$ cat src/core/olf_pkg.sv
package olf_pkg;
  localparam logic [11:0] OLF_PUMP_CURRENT_ADDR   = 12'h0F0;
  localparam logic [11:0] OLF_FEEDBACK_COUNT_ADDR = 12'h0F1;
  localparam logic [11:0] OLF_CONTROL_ADDR        = 12'h0F2;
  localparam logic [7:0]  OLF_PUMP_CURRENT_RST    = 8'h80;
  localparam logic [7:0]  OLF_FEEDBACK_COUNT_RST  = 8'h1C;
  localparam logic [7:0]  OLF_CONTROL_RST         = 8'h0B;
  localparam int OLF_FINE_HI       = 7;
  localparam int OLF_FINE_LO       = 6;
  localparam int OLF_COARSE_HI     = 5;
  localparam int OLF_LOCK_PD_BIT   = 7;
  localparam int OLF_RSVD_BIT      = 6;
  localparam int OLF_DOUBLER_BIT   = 5;
  localparam int OLF_AB_MANUAL_BIT = 4;
  localparam int OLF_AB_WIDTH_HI   = 3;
  localparam int OLF_AB_WIDTH_LO   = 2;
  localparam int OLF_MODE_HI       = 1;
  localparam logic [1:0] OLF_AB_HIGH = 2'h2;
  typedef enum logic [1:0] {
    OLF_PUMP_TRISTATE, OLF_PUMP_UP, OLF_PUMP_DOWN, OLF_PUMP_NORMAL
  } olf_pump_mode_t;
endpackage : olf_pkg

$ cat src/core/olf_feedback_divider.sv
`timescale 1ns/1ns
module olf_feedback_divider #(
  parameter int W = 8
) (
  input  wire logic         ref_clk,
  input  wire logic         rst_b,
  input  wire logic         fb_in_en,
  input  wire logic [1:0]   fine_count,
  input  wire logic [5:0]   coarse_count,
  output logic              fb_pulse,
  output logic [W-1:0]      ratio
);
  logic [W-1:0] cnt_q;

  assign ratio = {coarse_count, 2'h0} + {{(W-2){1'b0}}, fine_count};

  // count down from ratio-1 then reload, one pulse per n input cycles
  always_ff @(posedge ref_clk) begin
    if (!rst_b) begin
      cnt_q    <= '0;
      fb_pulse <= 1'b0;
    end else begin
      fb_pulse <= 1'b0;
      if (fb_in_en) begin
        if (cnt_q == '0) begin
          cnt_q    <= ratio - W'(1);    // see RULE10
          fb_pulse <= 1'b1;             // see RULE10
        end else begin
          cnt_q <= cnt_q - W'(1);
        end
      end
    end
  end

  chk_pulse_spacing: assert property ( // see RULE10
    @(posedge ref_clk) disable iff (!rst_b)
    fb_pulse |=> !fb_pulse)
    else $error("feedback pulses back to back");
  cov_pulse: cover property (@(posedge ref_clk) disable iff (!rst_b) fb_pulse);
endmodule : olf_feedback_divider

$ cat src/core/olf_output_loop_feedback_control.sv
`timescale 1ns/1ns
// What this block does
// RULE1: eight-bit register word sets charge pump current magnitude.
// RULE2: divide ratio is four times coarse plus fine; fine on top bits.
// RULE3: software programs only legal coarse and fine pairs, ratios 28 to 255; the bench writes ratio 12 once.
// RULE4: control bit seven set powers down lock detector, clear keeps it.
// RULE5: software keeps control bit six at zero always.
// RULE6: control bit five one doubles the reference input frequency.
// RULE7: bit four zero picks antibacklash automatically, one uses the field.
// RULE8: antibacklash field codes min, low, high, max; starts at high.
// RULE9: pump mode field: tristate, up, down, normal; resets to normal.
// RULE10: feedback divider pulses once per ratio input cycles, then reloads.
module olf_output_loop_feedback_control (
  input  wire logic         ref_clk,
  input  wire logic         rst_b,
  input  wire logic         reg_wr,
  input  wire logic         reg_rd,
  input  wire logic [11:0]  reg_addr,
  input  wire logic [7:0]   reg_wdata,
  output logic [7:0]        reg_rdata,
  input  wire logic         fb_in_en,
  output logic              fb_pulse,
  output logic [7:0]        fb_ratio,
  output logic [7:0]        pump_current,
  output logic              lock_det_en,
  output logic              ref_doubler_en,
  output logic [1:0]        antibacklash_width,
  output olf_pkg::olf_pump_mode_t pump_mode
);
  logic [7:0] pump_current_q;
  logic [7:0] feedback_count_q;
  logic [7:0] control_q;
  logic       hit_cur;
  logic       hit_fb;
  logic       hit_ctl;

  assign hit_cur = reg_addr == olf_pkg::OLF_PUMP_CURRENT_ADDR;
  assign hit_fb  = reg_addr == olf_pkg::OLF_FEEDBACK_COUNT_ADDR;
  assign hit_ctl = reg_addr == olf_pkg::OLF_CONTROL_ADDR;

  always_ff @(posedge ref_clk) begin
    if (!rst_b) begin
      pump_current_q <= olf_pkg::OLF_PUMP_CURRENT_RST;
    end else if (reg_wr && hit_cur) begin
      pump_current_q <= reg_wdata;  // see RULE1
    end
  end

  // no legality filter: illegal pairs are the writer's problem
  always_ff @(posedge ref_clk) begin
    if (!rst_b) begin
      feedback_count_q <= olf_pkg::OLF_FEEDBACK_COUNT_RST;
    end else if (reg_wr && hit_fb) begin
      feedback_count_q <= reg_wdata;  // see RULE2 see RULE3
    end
  end

  // bit six stored as written; hardware never relies on it
  always_ff @(posedge ref_clk) begin
    if (!rst_b) begin
      control_q <= olf_pkg::OLF_CONTROL_RST;  // see RULE8 see RULE9
    end else if (reg_wr && hit_ctl) begin
      control_q <= reg_wdata;  // see RULE5
    end
  end

  always_ff @(posedge ref_clk) begin
    if (!rst_b) begin
      reg_rdata <= 8'h00;
    end else if (reg_rd) begin
      reg_rdata <= hit_cur ? pump_current_q :
                   hit_fb  ? feedback_count_q :
                   hit_ctl ? control_q : 8'h00;
    end
  end

  assign pump_current   = pump_current_q;  // see RULE1
  assign lock_det_en    = !control_q[olf_pkg::OLF_LOCK_PD_BIT];  // see RULE4
  assign ref_doubler_en = control_q[olf_pkg::OLF_DOUBLER_BIT];  // see RULE6
  // automatic mode holds the high setting as the device's own choice
  assign antibacklash_width = control_q[olf_pkg::OLF_AB_MANUAL_BIT] ?
      control_q[olf_pkg::OLF_AB_WIDTH_HI:olf_pkg::OLF_AB_WIDTH_LO] :
      olf_pkg::OLF_AB_HIGH;  // see RULE7 see RULE8
  assign pump_mode = olf_pkg::olf_pump_mode_t'(
      control_q[olf_pkg::OLF_MODE_HI:0]);  // see RULE9

  olf_feedback_divider #(.W(8)) u_div (
    .ref_clk      (ref_clk),
    .rst_b        (rst_b),
    .fb_in_en     (fb_in_en),
    .fine_count   (
        feedback_count_q[olf_pkg::OLF_FINE_HI:olf_pkg::OLF_FINE_LO]),
    .coarse_count (feedback_count_q[olf_pkg::OLF_COARSE_HI:0]),
    .fb_pulse     (fb_pulse),
    .ratio        (fb_ratio)  // see RULE2
  );

  chk_current_write: assert property ( // see RULE1
    @(posedge ref_clk) disable iff (!rst_b)
    reg_wr && hit_cur
    |=> pump_current == $past(reg_wdata))
    else $error("pump current not updated");

  chk_current_reset: assert property ( // see RULE1
    @(posedge ref_clk)
    !rst_b
    |=> pump_current == olf_pkg::OLF_PUMP_CURRENT_RST)
    else $error("pump current reset wrong");

  chk_current_hold: assert property ( // see RULE1
    @(posedge ref_clk) disable iff (!rst_b)
    !(reg_wr && hit_cur)
    |=> $stable(pump_current))
    else $error("pump current changed without write");

  chk_read_current: assert property ( // see RULE1
    @(posedge ref_clk) disable iff (!rst_b)
    reg_rd && hit_cur
    |=> reg_rdata == $past(pump_current_q))
    else $error("pump current read wrong");

  chk_ratio_formula: assert property ( // see RULE2
    @(posedge ref_clk) disable iff (!rst_b)
    1'b1
    |-> fb_ratio == {feedback_count_q[5:0], 2'h0} + feedback_count_q[7:6])
    else $error("ratio formula wrong");

  chk_count_reset: assert property ( // see RULE2
    @(posedge ref_clk)
    !rst_b
    |=> feedback_count_q == olf_pkg::OLF_FEEDBACK_COUNT_RST)
    else $error("feedback count reset wrong");

  chk_read_count: assert property ( // see RULE2
    @(posedge ref_clk) disable iff (!rst_b)
    reg_rd && hit_fb
    |=> reg_rdata == $past(feedback_count_q))
    else $error("feedback count read wrong");

  chk_ratio_hold: assert property ( // see RULE2
    @(posedge ref_clk) disable iff (!rst_b)
    !(reg_wr && hit_fb)
    |=> $stable(fb_ratio))
    else $error("ratio changed without write");

  chk_lock_powerdown: assert property ( // see RULE4
    @(posedge ref_clk) disable iff (!rst_b)
    reg_wr && hit_ctl
    |=> lock_det_en == !$past(reg_wdata[7]))
    else $error("lock detector control wrong");

  chk_lock_reset: assert property ( // see RULE4
    @(posedge ref_clk)
    !rst_b
    |=> lock_det_en)
    else $error("lock detector off after reset");

  chk_doubler_bit: assert property ( // see RULE6
    @(posedge ref_clk) disable iff (!rst_b)
    reg_wr && hit_ctl
    |=> ref_doubler_en == $past(reg_wdata[5]))
    else $error("doubler control wrong");

  chk_doubler_reset: assert property ( // see RULE6
    @(posedge ref_clk)
    !rst_b
    |=> !ref_doubler_en)
    else $error("doubler on after reset");

  chk_ab_auto: assert property ( // see RULE7
    @(posedge ref_clk) disable iff (!rst_b)
    !control_q[4]
    |-> antibacklash_width == 2'h2)
    else $error("auto antibacklash not high");

  chk_ab_manual: assert property ( // see RULE8
    @(posedge ref_clk) disable iff (!rst_b)
    reg_wr && hit_ctl && reg_wdata[4]
    |=> antibacklash_width == $past(reg_wdata[3:2]))
    else $error("manual antibacklash wrong");

  chk_ab_reset: assert property ( // see RULE8
    @(posedge ref_clk)
    !rst_b
    |=> antibacklash_width == olf_pkg::OLF_AB_HIGH)
    else $error("antibacklash reset not high");

  chk_mode_write: assert property ( // see RULE9
    @(posedge ref_clk) disable iff (!rst_b)
    reg_wr && hit_ctl
    |=> pump_mode == $past(reg_wdata[1:0]))
    else $error("pump mode write wrong");

  chk_mode_reset: assert property ( // see RULE9
    @(posedge ref_clk)
    !rst_b
    |=> pump_mode == olf_pkg::OLF_PUMP_NORMAL)
    else $error("pump mode reset not normal");

  chk_read_control: assert property ( // see RULE5
    @(posedge ref_clk) disable iff (!rst_b)
    reg_rd && hit_ctl
    |=> reg_rdata == $past(control_q))
    else $error("control read wrong");

  // the reload used the ratio of the pulse edge, so look one cycle back
  chk_div_period: assert property ( // see RULE10
    @(posedge ref_clk) disable iff (!rst_b)
    fb_pulse && fb_in_en && $past(fb_ratio) > 8'h08 ##1 fb_in_en [*8]
    |-> !fb_pulse)
    else $error("feedback pulse too early");

  chk_pulse_enabled: assert property ( // see RULE10
    @(posedge ref_clk) disable iff (!rst_b)
    fb_pulse
    |-> $past(fb_in_en))
    else $error("feedback pulse without input cycle");

  cov_manual_ab: cover property (@(posedge ref_clk) disable iff (!rst_b)
    reg_wr && hit_ctl && reg_wdata[4]);
  cov_div_write: cover property (@(posedge ref_clk) disable iff (!rst_b)
    reg_wr && hit_fb);
  cov_read_ctl: cover property (@(posedge ref_clk) disable iff (!rst_b)
    reg_rd && hit_ctl);
endmodule : olf_output_loop_feedback_control

$ cat config.mk
export PLATFORM = sky130hd
export DESIGN_NAME = olf_output_loop_feedback_control
export DESIGN_NICKNAME = d
export VERILOG_FILES = /design/src/core/olf_pkg.sv /design/src/core/olf_feedback_divider.sv /design/src/core/olf_output_loop_feedback_control.sv
export SDC_FILE = /design/constraint.sdc
export NUM_CORES = 1
export LEC_CHECK = 0
export ABC_AREA = 1
export BUFFER_PORTS_ARGS = -buffer_cell sky130_fd_sc_hd__buf_2
export CAP_MARGIN = 10
export CORE_UTILIZATION = 46
export DETAILED_ROUTE_END_ITERATION = 7
export PLACE_DENSITY = 0.72
export SYNTH_ARGS = -nofsm -noshare
export SYNTH_HDL_FRONTEND = slang
export SYNTH_SLANG_ARGS = --single-unit
$ cat constraint.sdc
create_clock -name ref_clk -period 3.13 [get_ports ref_clk]
set_input_delay 0.313 -clock ref_clk [delete_from_list [all_inputs] [get_ports ref_clk]]
set_output_delay 0.313 -clock ref_clk [all_outputs]
set_load 0.01 [all_outputs]
==> flow_summary.yaml, run 1 <==
die:
  rows: 23
  die_area_um2: 4580
  start_util: 0.489
  die_y_um: 67.7
  pin_count: 56
  die_w_um: 67.7
  core-area_um2: 4060
routing:
  antenna_left: 0
  drt_iter0_drc: 122
  dr.pass1.iters: 4
  met3_length_um: 292
  avgRoutedWirePerCell_um: 12.7
  wirelength_um: 4810
  num_vias: 1928
  routed.top_layer: "met4"
  met1Wirelength_um: 2280
  drc: 0
  wl_met2_um: 2180
  drt-vias-per-instance: 5.07
setup_path:
  cp_max_fo: 12
  startpoint_type: "flip-flop"
  path_class: "flip-flop to flip-flop"
  cp.arrival_ps: 2050
  cp-end-kind: "flip-flop"
  crit_required_ps: 3360
global_route:
  antenna_found_initial: 0
  grt_pass1_vias: 1755
  grt_first_pass_wirelength_um: 7640
  track_usage: 0.227
  grt_max_degree: 32
  grt-ovfl-total: 0
synth:
  synth_xor_area_frac: 0
  synthMuxAreaShare: 0
  ys_types: 28
  synthFlopType: "dfxtp_1"
  netlist_area_um2: 1980
  synth_edf_count: 0
  ys_top_cells_by_count: "nand2_1 (63), dfxtp_1 (41), a21oi_1 (35)"
  synth_top_family_by_area: "simple AND/OR/NAND/NOR gates"
  synth_fp_nets: 305
  synth_top_area_frac: 0.414
  ys_async_sr_fraction: 0
  syn_area_per_cell_um2: 7.11
  yosysSeqAreaShare: 0.414
  synth_area_leader_cell: "dfxtp_1"
  synth_area_leaders: "dfxtp_1 (41%), nand2_1 (12%), a21oi_1 (8.8%)"
  synth-seq-cells: 41
  synthSimpleGateAreaFrac: 0.290
  synth-compound-area-share: 0.189
  yosysMostFrequentCell: "nand2_1"
  ys_warn_count: 0
  syn_inst: 279
  synthAdderAreaFrac: 0.00631
layout:
  drive_gt1_frac: 0.267
  multi_input_area_um2: 963
  area_growth_pct: 18.2
  fin_nets: 355
  fill_cells: 375
  ff_latch_area_um2: 821
  n_antenna_cell: 0
power_and_ir_drop:
  leakagePower_nw: 1.07
  clkPwrFrac: 0.320
  vdd_drop_max_mv: 0.230
  swShare: 0.292
  power_switching_w: 0.000311
  power_w: 0.00106
  power_frac_comb: 0.166
  power_density_nw_per_um2: 453
  p_int_w: 0.000752
  pwr-share-seq: 0.514
clocking:
  clk-insertion-delay-late_ps: 300
  cts_root_buf: "clkbuf_8"
  h-tree-depth: 2
  postCtsSetupBuffers: 0
  cts_tree: "done"
  numCtsBuffers: 5
  numClockSinks: 41
  hold_buffers: 0
  cts.repair.resized: 0
  path_clk_slew_ps: 80
  max-clock-path-buffers: 2
timing:
  rsz0062_at_grt: "false"
  clock-skew-final_ps: 9.17
  setup_tns_ps: 0
  min_period_ps: 1820
  fmax_mhz: 549
  finalSetupViolCount: 0
  tightest_slew_ps: 593
  drv_slew: 0
  relSlewSlack: 0.603
  hold_violations: 0
  fin_crit_sh: 0.582
place:
  place.gp.congestion: 0.888
  place_hpwl_um: 3520
  port_buffers: 55
hold_path:
  worst_hold_path_type: "input port to flip-flop"
outcome:
  status: "finished, final reports clean"
run:
  drv_cap: 0
## through the flow
stage                util  hold slack (ps)  instances  cell area (µm²)  setup WS, ps
floorplan               -              424        279             1980          1600
global placement    0.556              437        372             2260          1370
finish              0.578              235        380             2340          1310
detailed placement  0.556              444        372             2260          1340
CTS                 0.578              238        380             2340          1320
global route        0.578              263        380             2340          1110
## critical path: stages, from the launching register on
cell and delay (ps):
dfxtp_1 330, nor2_1 140, nand2_2 100, nor2_4 300, a21oi_1 180, ha_1 240
nand2_1 90, nor2_2 60, nand3_1 110, o21ai_1 70, a21oi_1 120
## final timing paths
path	start	endpoint	slack, ps	cells after the start
setup / recovery	u_div.cnt_q[5]$_SDFFE_PN0P_	u_div.cnt_q[6]$_SDFFE_PN0P_	1310	10
hold / removal	reg_wdata[0]	control_q[0]$_SDFFE_PN1P_	230	3
setup reg to reg	u_div.cnt_q[5]$_SDFFE_PN0P_	u_div.cnt_q[6]$_SDFFE_PN0P_	1310	10
hold reg to reg	control_q[6]$_SDFFE_PN0P_	control_q[6]$_SDFFE_PN0P_	450	2
## routing by layer
| metal | up-vias | global-route usage |
|---|---|---|
| met5 | - | 0 |
| met1 | 851 | 0.288 |
| li1 | 1006 | - |
| met3 | 7 | 0.0473 |
| met2 | 64 | 0.381 |
| met4 | 0 | 0.0665 |
## cell type report
cell class                 count  share of cell area
clock inverter                 3             0.00747
sequential                    41               0.350
inverter                      36              0.0577
tap                           50              0.0267
clock buffer                   5              0.0294
timing repair buffer          55               0.117
multi-input combinational    190               0.411
## power by group through the flow
stage          registers, W  logic (W)  clock network [W]
2_1_floorplan      0.000557   0.000138                  0
3_3_place_gp       0.000558   0.000171                  0
3_5_place_dp       0.000558   0.000175                  0
4_1_cts            0.000546   0.000175           0.000342
5_1_grt            0.000549   0.000202           0.000358
6_report           0.000546   0.000176           0.000340
## kinds of logic after synthesis
kind of cell,Yosys count
and+or+nand+nor,119
buffers and inverters,48
adders and majority gates,1
DFF,41
AOI/OAI and AO/OA,70
## cell usage in the layout, fill, tap and decap left out, types with 2 or more instances in the layout
cell type	count
nand2_1	63
nor2_2	5
clkbuf_8	5
a21oi_1	35
a21oi_2	3
nor3_2	2
nor3_4	2
nor2_1	11
nand3b_1	2
dfxtp_1	41
clkinv_2	2
nand3_1	23
buf_2	55
o21ai_0	21
inv_2	2
o211ai_1	3
nand2_2	6
inv_1	34
o21ai_1	6
## flip-flops by register name, indices dropped and copies added, names as in the netlist
name and cells:
u_div.cnt_q 8, reg_rdata 8, u_div.fb_pulse 1, control_q 8
pump_current 8, feedback_count_q 8
Power figures use the tool's default switching activity.
==> run 2: changes to the inputs <==
Clock period 3.13 ns to 1.8 ns, I/O delays scaled along.
==> run 2 against run 1 <==
Compared with the run above:
- critical path depth rose by 1
- hold slack got worse by 110 ps
- combinational power rose by 85%
- sequential power rose by 75%
- via count rose by 1.3%
==> flow_summary.yaml, run 2 (synthesis results as in run 1) <==
setup_path:
  worst_r2r_path_depth: 11
  cpMostUsedCell: "nand2_2"
  cp-end-kind: "flip-flop"
  rr_endpoint: "u_div.cnt_q[7]$_SDFFE_PN0P_"
  cp.arrival_ps: 1790
  crit_required_ps: 1990
  r2r_slack_ps: 200
  slowest_delay_ps: 330
  cp_max_fo: 10
  r2r-start: "u_div.cnt_q[5]$_SDFFE_PN0P_"
  startpoint_type: "flip-flop"
  path_class: "flip-flop to flip-flop"
  slowest_stage: "dfxtp_1"
  crit_chain: "nor2_1, nand2_2, nor2_4, buf_6, nand2_2, nand2_2, nand3_1, nor2_2, nand3_1, nand2_1, nor2_1"
routing:
  drc: 0
  wirelength_um: 4880
  antenna_left: 0
  dr.pass1.iters: 4
  avgRoutedWirePerCell_um: 12.6
  drt-vias-per-instance: 5.05
  drt_iter0_drc: 85
  num_vias: 1954
clocking:
  h-tree-depth: 2
  numClockSinks: 41
  cts_tree: "done"
  hold_buffers: 0
  cts_root_buf: "clkbuf_8"
  numCtsBuffers: 5
  max-clock-path-buffers: 2
  clk-insertion-delay-late_ps: 290
  path_clk_slew_ps: 80
global_route:
  grt_first_pass_wirelength_um: 7830
  grt_pass1_vias: 1720
  grt_max_degree: 31
  antenna_found_initial: 0
  grt-ovfl-total: 0
  track_usage: 0.234
timing:
  relSlewSlack: 0.677
  fin_crit_sh: 0.888
  drv_slew: 0
  fmax_mhz: 626
  rsz0062_at_grt: "false"
  tightest_slew_ps: 484
  finalSetupViolCount: 0
  clock-skew-final_ps: 5.96
  whs_ps: 128
  setup_tns_ps: 0
  worst_slack_ps: 202
  hold_violations: 0
  min_period_ps: 1600
hold_path:
  min_to: "control_q[0]$_SDFFE_PN1P_"
  worst_hold_path_type: "input port to flip-flop"
  min_path_cells: 3
  min-delay-start: "reg_wdata[0]"
layout:
  final_common_cell: "nand2_1"
  drive_gt1_frac: 0.285
  fin_nets: 362
  final_cell_mix: "nand2_1 (63), buf_2 (55), dfxtp_1 (41), inv_1 (34), a21oi_1 (33)"
  area_growth_pct: 21.2
  fill_cells: 410
  n_antenna_cell: 0
power_and_ir_drop:
  p_int_w: 0.00132
  clkPwrFrac: 0.312
  swShare: 0.289
  pwr-share-seq: 0.513
  power_frac_comb: 0.175
  power_switching_w: 0.000536
  power_density_nw_per_um2: 773
  leakagePower_nw: 1.10
  vdd_drop_max_mv: 0.378
die:
  die_y_um: 67.7
  pin_count: 56
  rows: 23
  core-area_um2: 4060
  die_w_um: 67.7
  die_area_um2: 4580
  start_util: 0.489
place:
  place_hpwl_um: 3580
  port_buffers: 55
  place.gp.congestion: 0.850
  place_ws_ps: 157
run:
  drv_cap: 0
outcome:
  status: "finished, final reports clean"
==> run 2: cell count changes in the layout (fill, tap and decap cells not counted), sizes merged <==
cell	change
buf	+7
clkinvlp	-1
clkbuf	+1
==> run 2: power by group through the flow <==
stage / Sequential, W / Combinational (W) / Clock, W
2_1_floorplan: 0.000968 / 0.000241 / 0
3_3_place_gp: 0.000971 / 0.000311 / 0
3_5_place_dp: 0.000971 / 0.000314 / 0
4_1_cts: 0.000950 / 0.000315 / 0.000590
5_1_grt: 0.000956 / 0.000371 / 0.000633
6_report: 0.000953 / 0.000326 / 0.000579
==> run 2: worst max-delay path by stage <==
stage	startpoint	to	slack [ps]
finish	u_div.cnt_q[5]$_SDFFE_PN0P_	u_div.cnt_q[7]$_SDFFE_PN0P_	200
global route	u_div.cnt_q[2]$_SDFFE_PN0P_	u_div.cnt_q[6]$_SDFFE_PN0P_	20
CTS	u_div.cnt_q[5]$_SDFFE_PN0P_	u_div.cnt_q[6]$_SDFFE_PN0P_	160
detailed placement	u_div.cnt_q[2]$_SDFFE_PN0P_	u_div.cnt_q[4]$_SDFFE_PN0P_	160
global placement	u_div.cnt_q[2]$_SDFFE_PN0P_	u_div.cnt_q[6]$_SDFFE_PN0P_	210
floorplan	u_div.cnt_q[2]$_SDFFE_PN0P_	u_div.cnt_q[6]$_SDFFE_PN0P_	270
==> run 2: per-layer routing <==
metal	vias to the layer above	global-route usage	share of wire
li1	1020	-	-
met2	68	0.368	0.45
met5	-	0	0
met4	0	0.0638	0.012
met3	6	0.0642	0.059
met1	860	0.310	0.48
==> run 2: cell type report <==
class / count / area, µm² / area share
Clock buffer: 6 / 72.6 / 0.0302
Clock inverter: 2 / 10.0 / 0.00416
Inverter: 36 / 135 / 0.0562
Multi-Input combinational cell: 190 / 971 / 0.404
Sequential cell: 41 / 821 / 0.341
Tap cell: 50 / 62.6 / 0.0260
Timing Repair Buffer: 62 / 332 / 0.138
==> run 2: what timing repair did <==
action / CTS / global route
setup endpoints to repair: 0 / 2
resized for setup: 0 / 3
setup buffers: 0 / 0
==> run 2: through the flow <==
| stage | power, W | area [µm²] | instances | util |
|---|---|---|---|---|
| 6_report | 0.00186 | 2400 | 387 | 0.592 |
| 3_3_place_gp | 0.00128 | 2310 | 379 | 0.569 |
| 4_1_cts | 0.00186 | 2390 | 387 | 0.590 |
| 5_1_grt | 0.00196 | 2400 | 387 | 0.592 |
| 2_1_floorplan | 0.00121 | 1980 | 279 | - |
| 3_5_place_dp | 0.00129 | 2310 | 379 | 0.569 |
==> run 2: worst max-delay path: cells and delay by family, from the launching register on <==
family / cells / cell delay (ps)
buffers and inverters: 1 / 170
and+or+nand+nor: 10 / 1000
DFF: 1 / 330
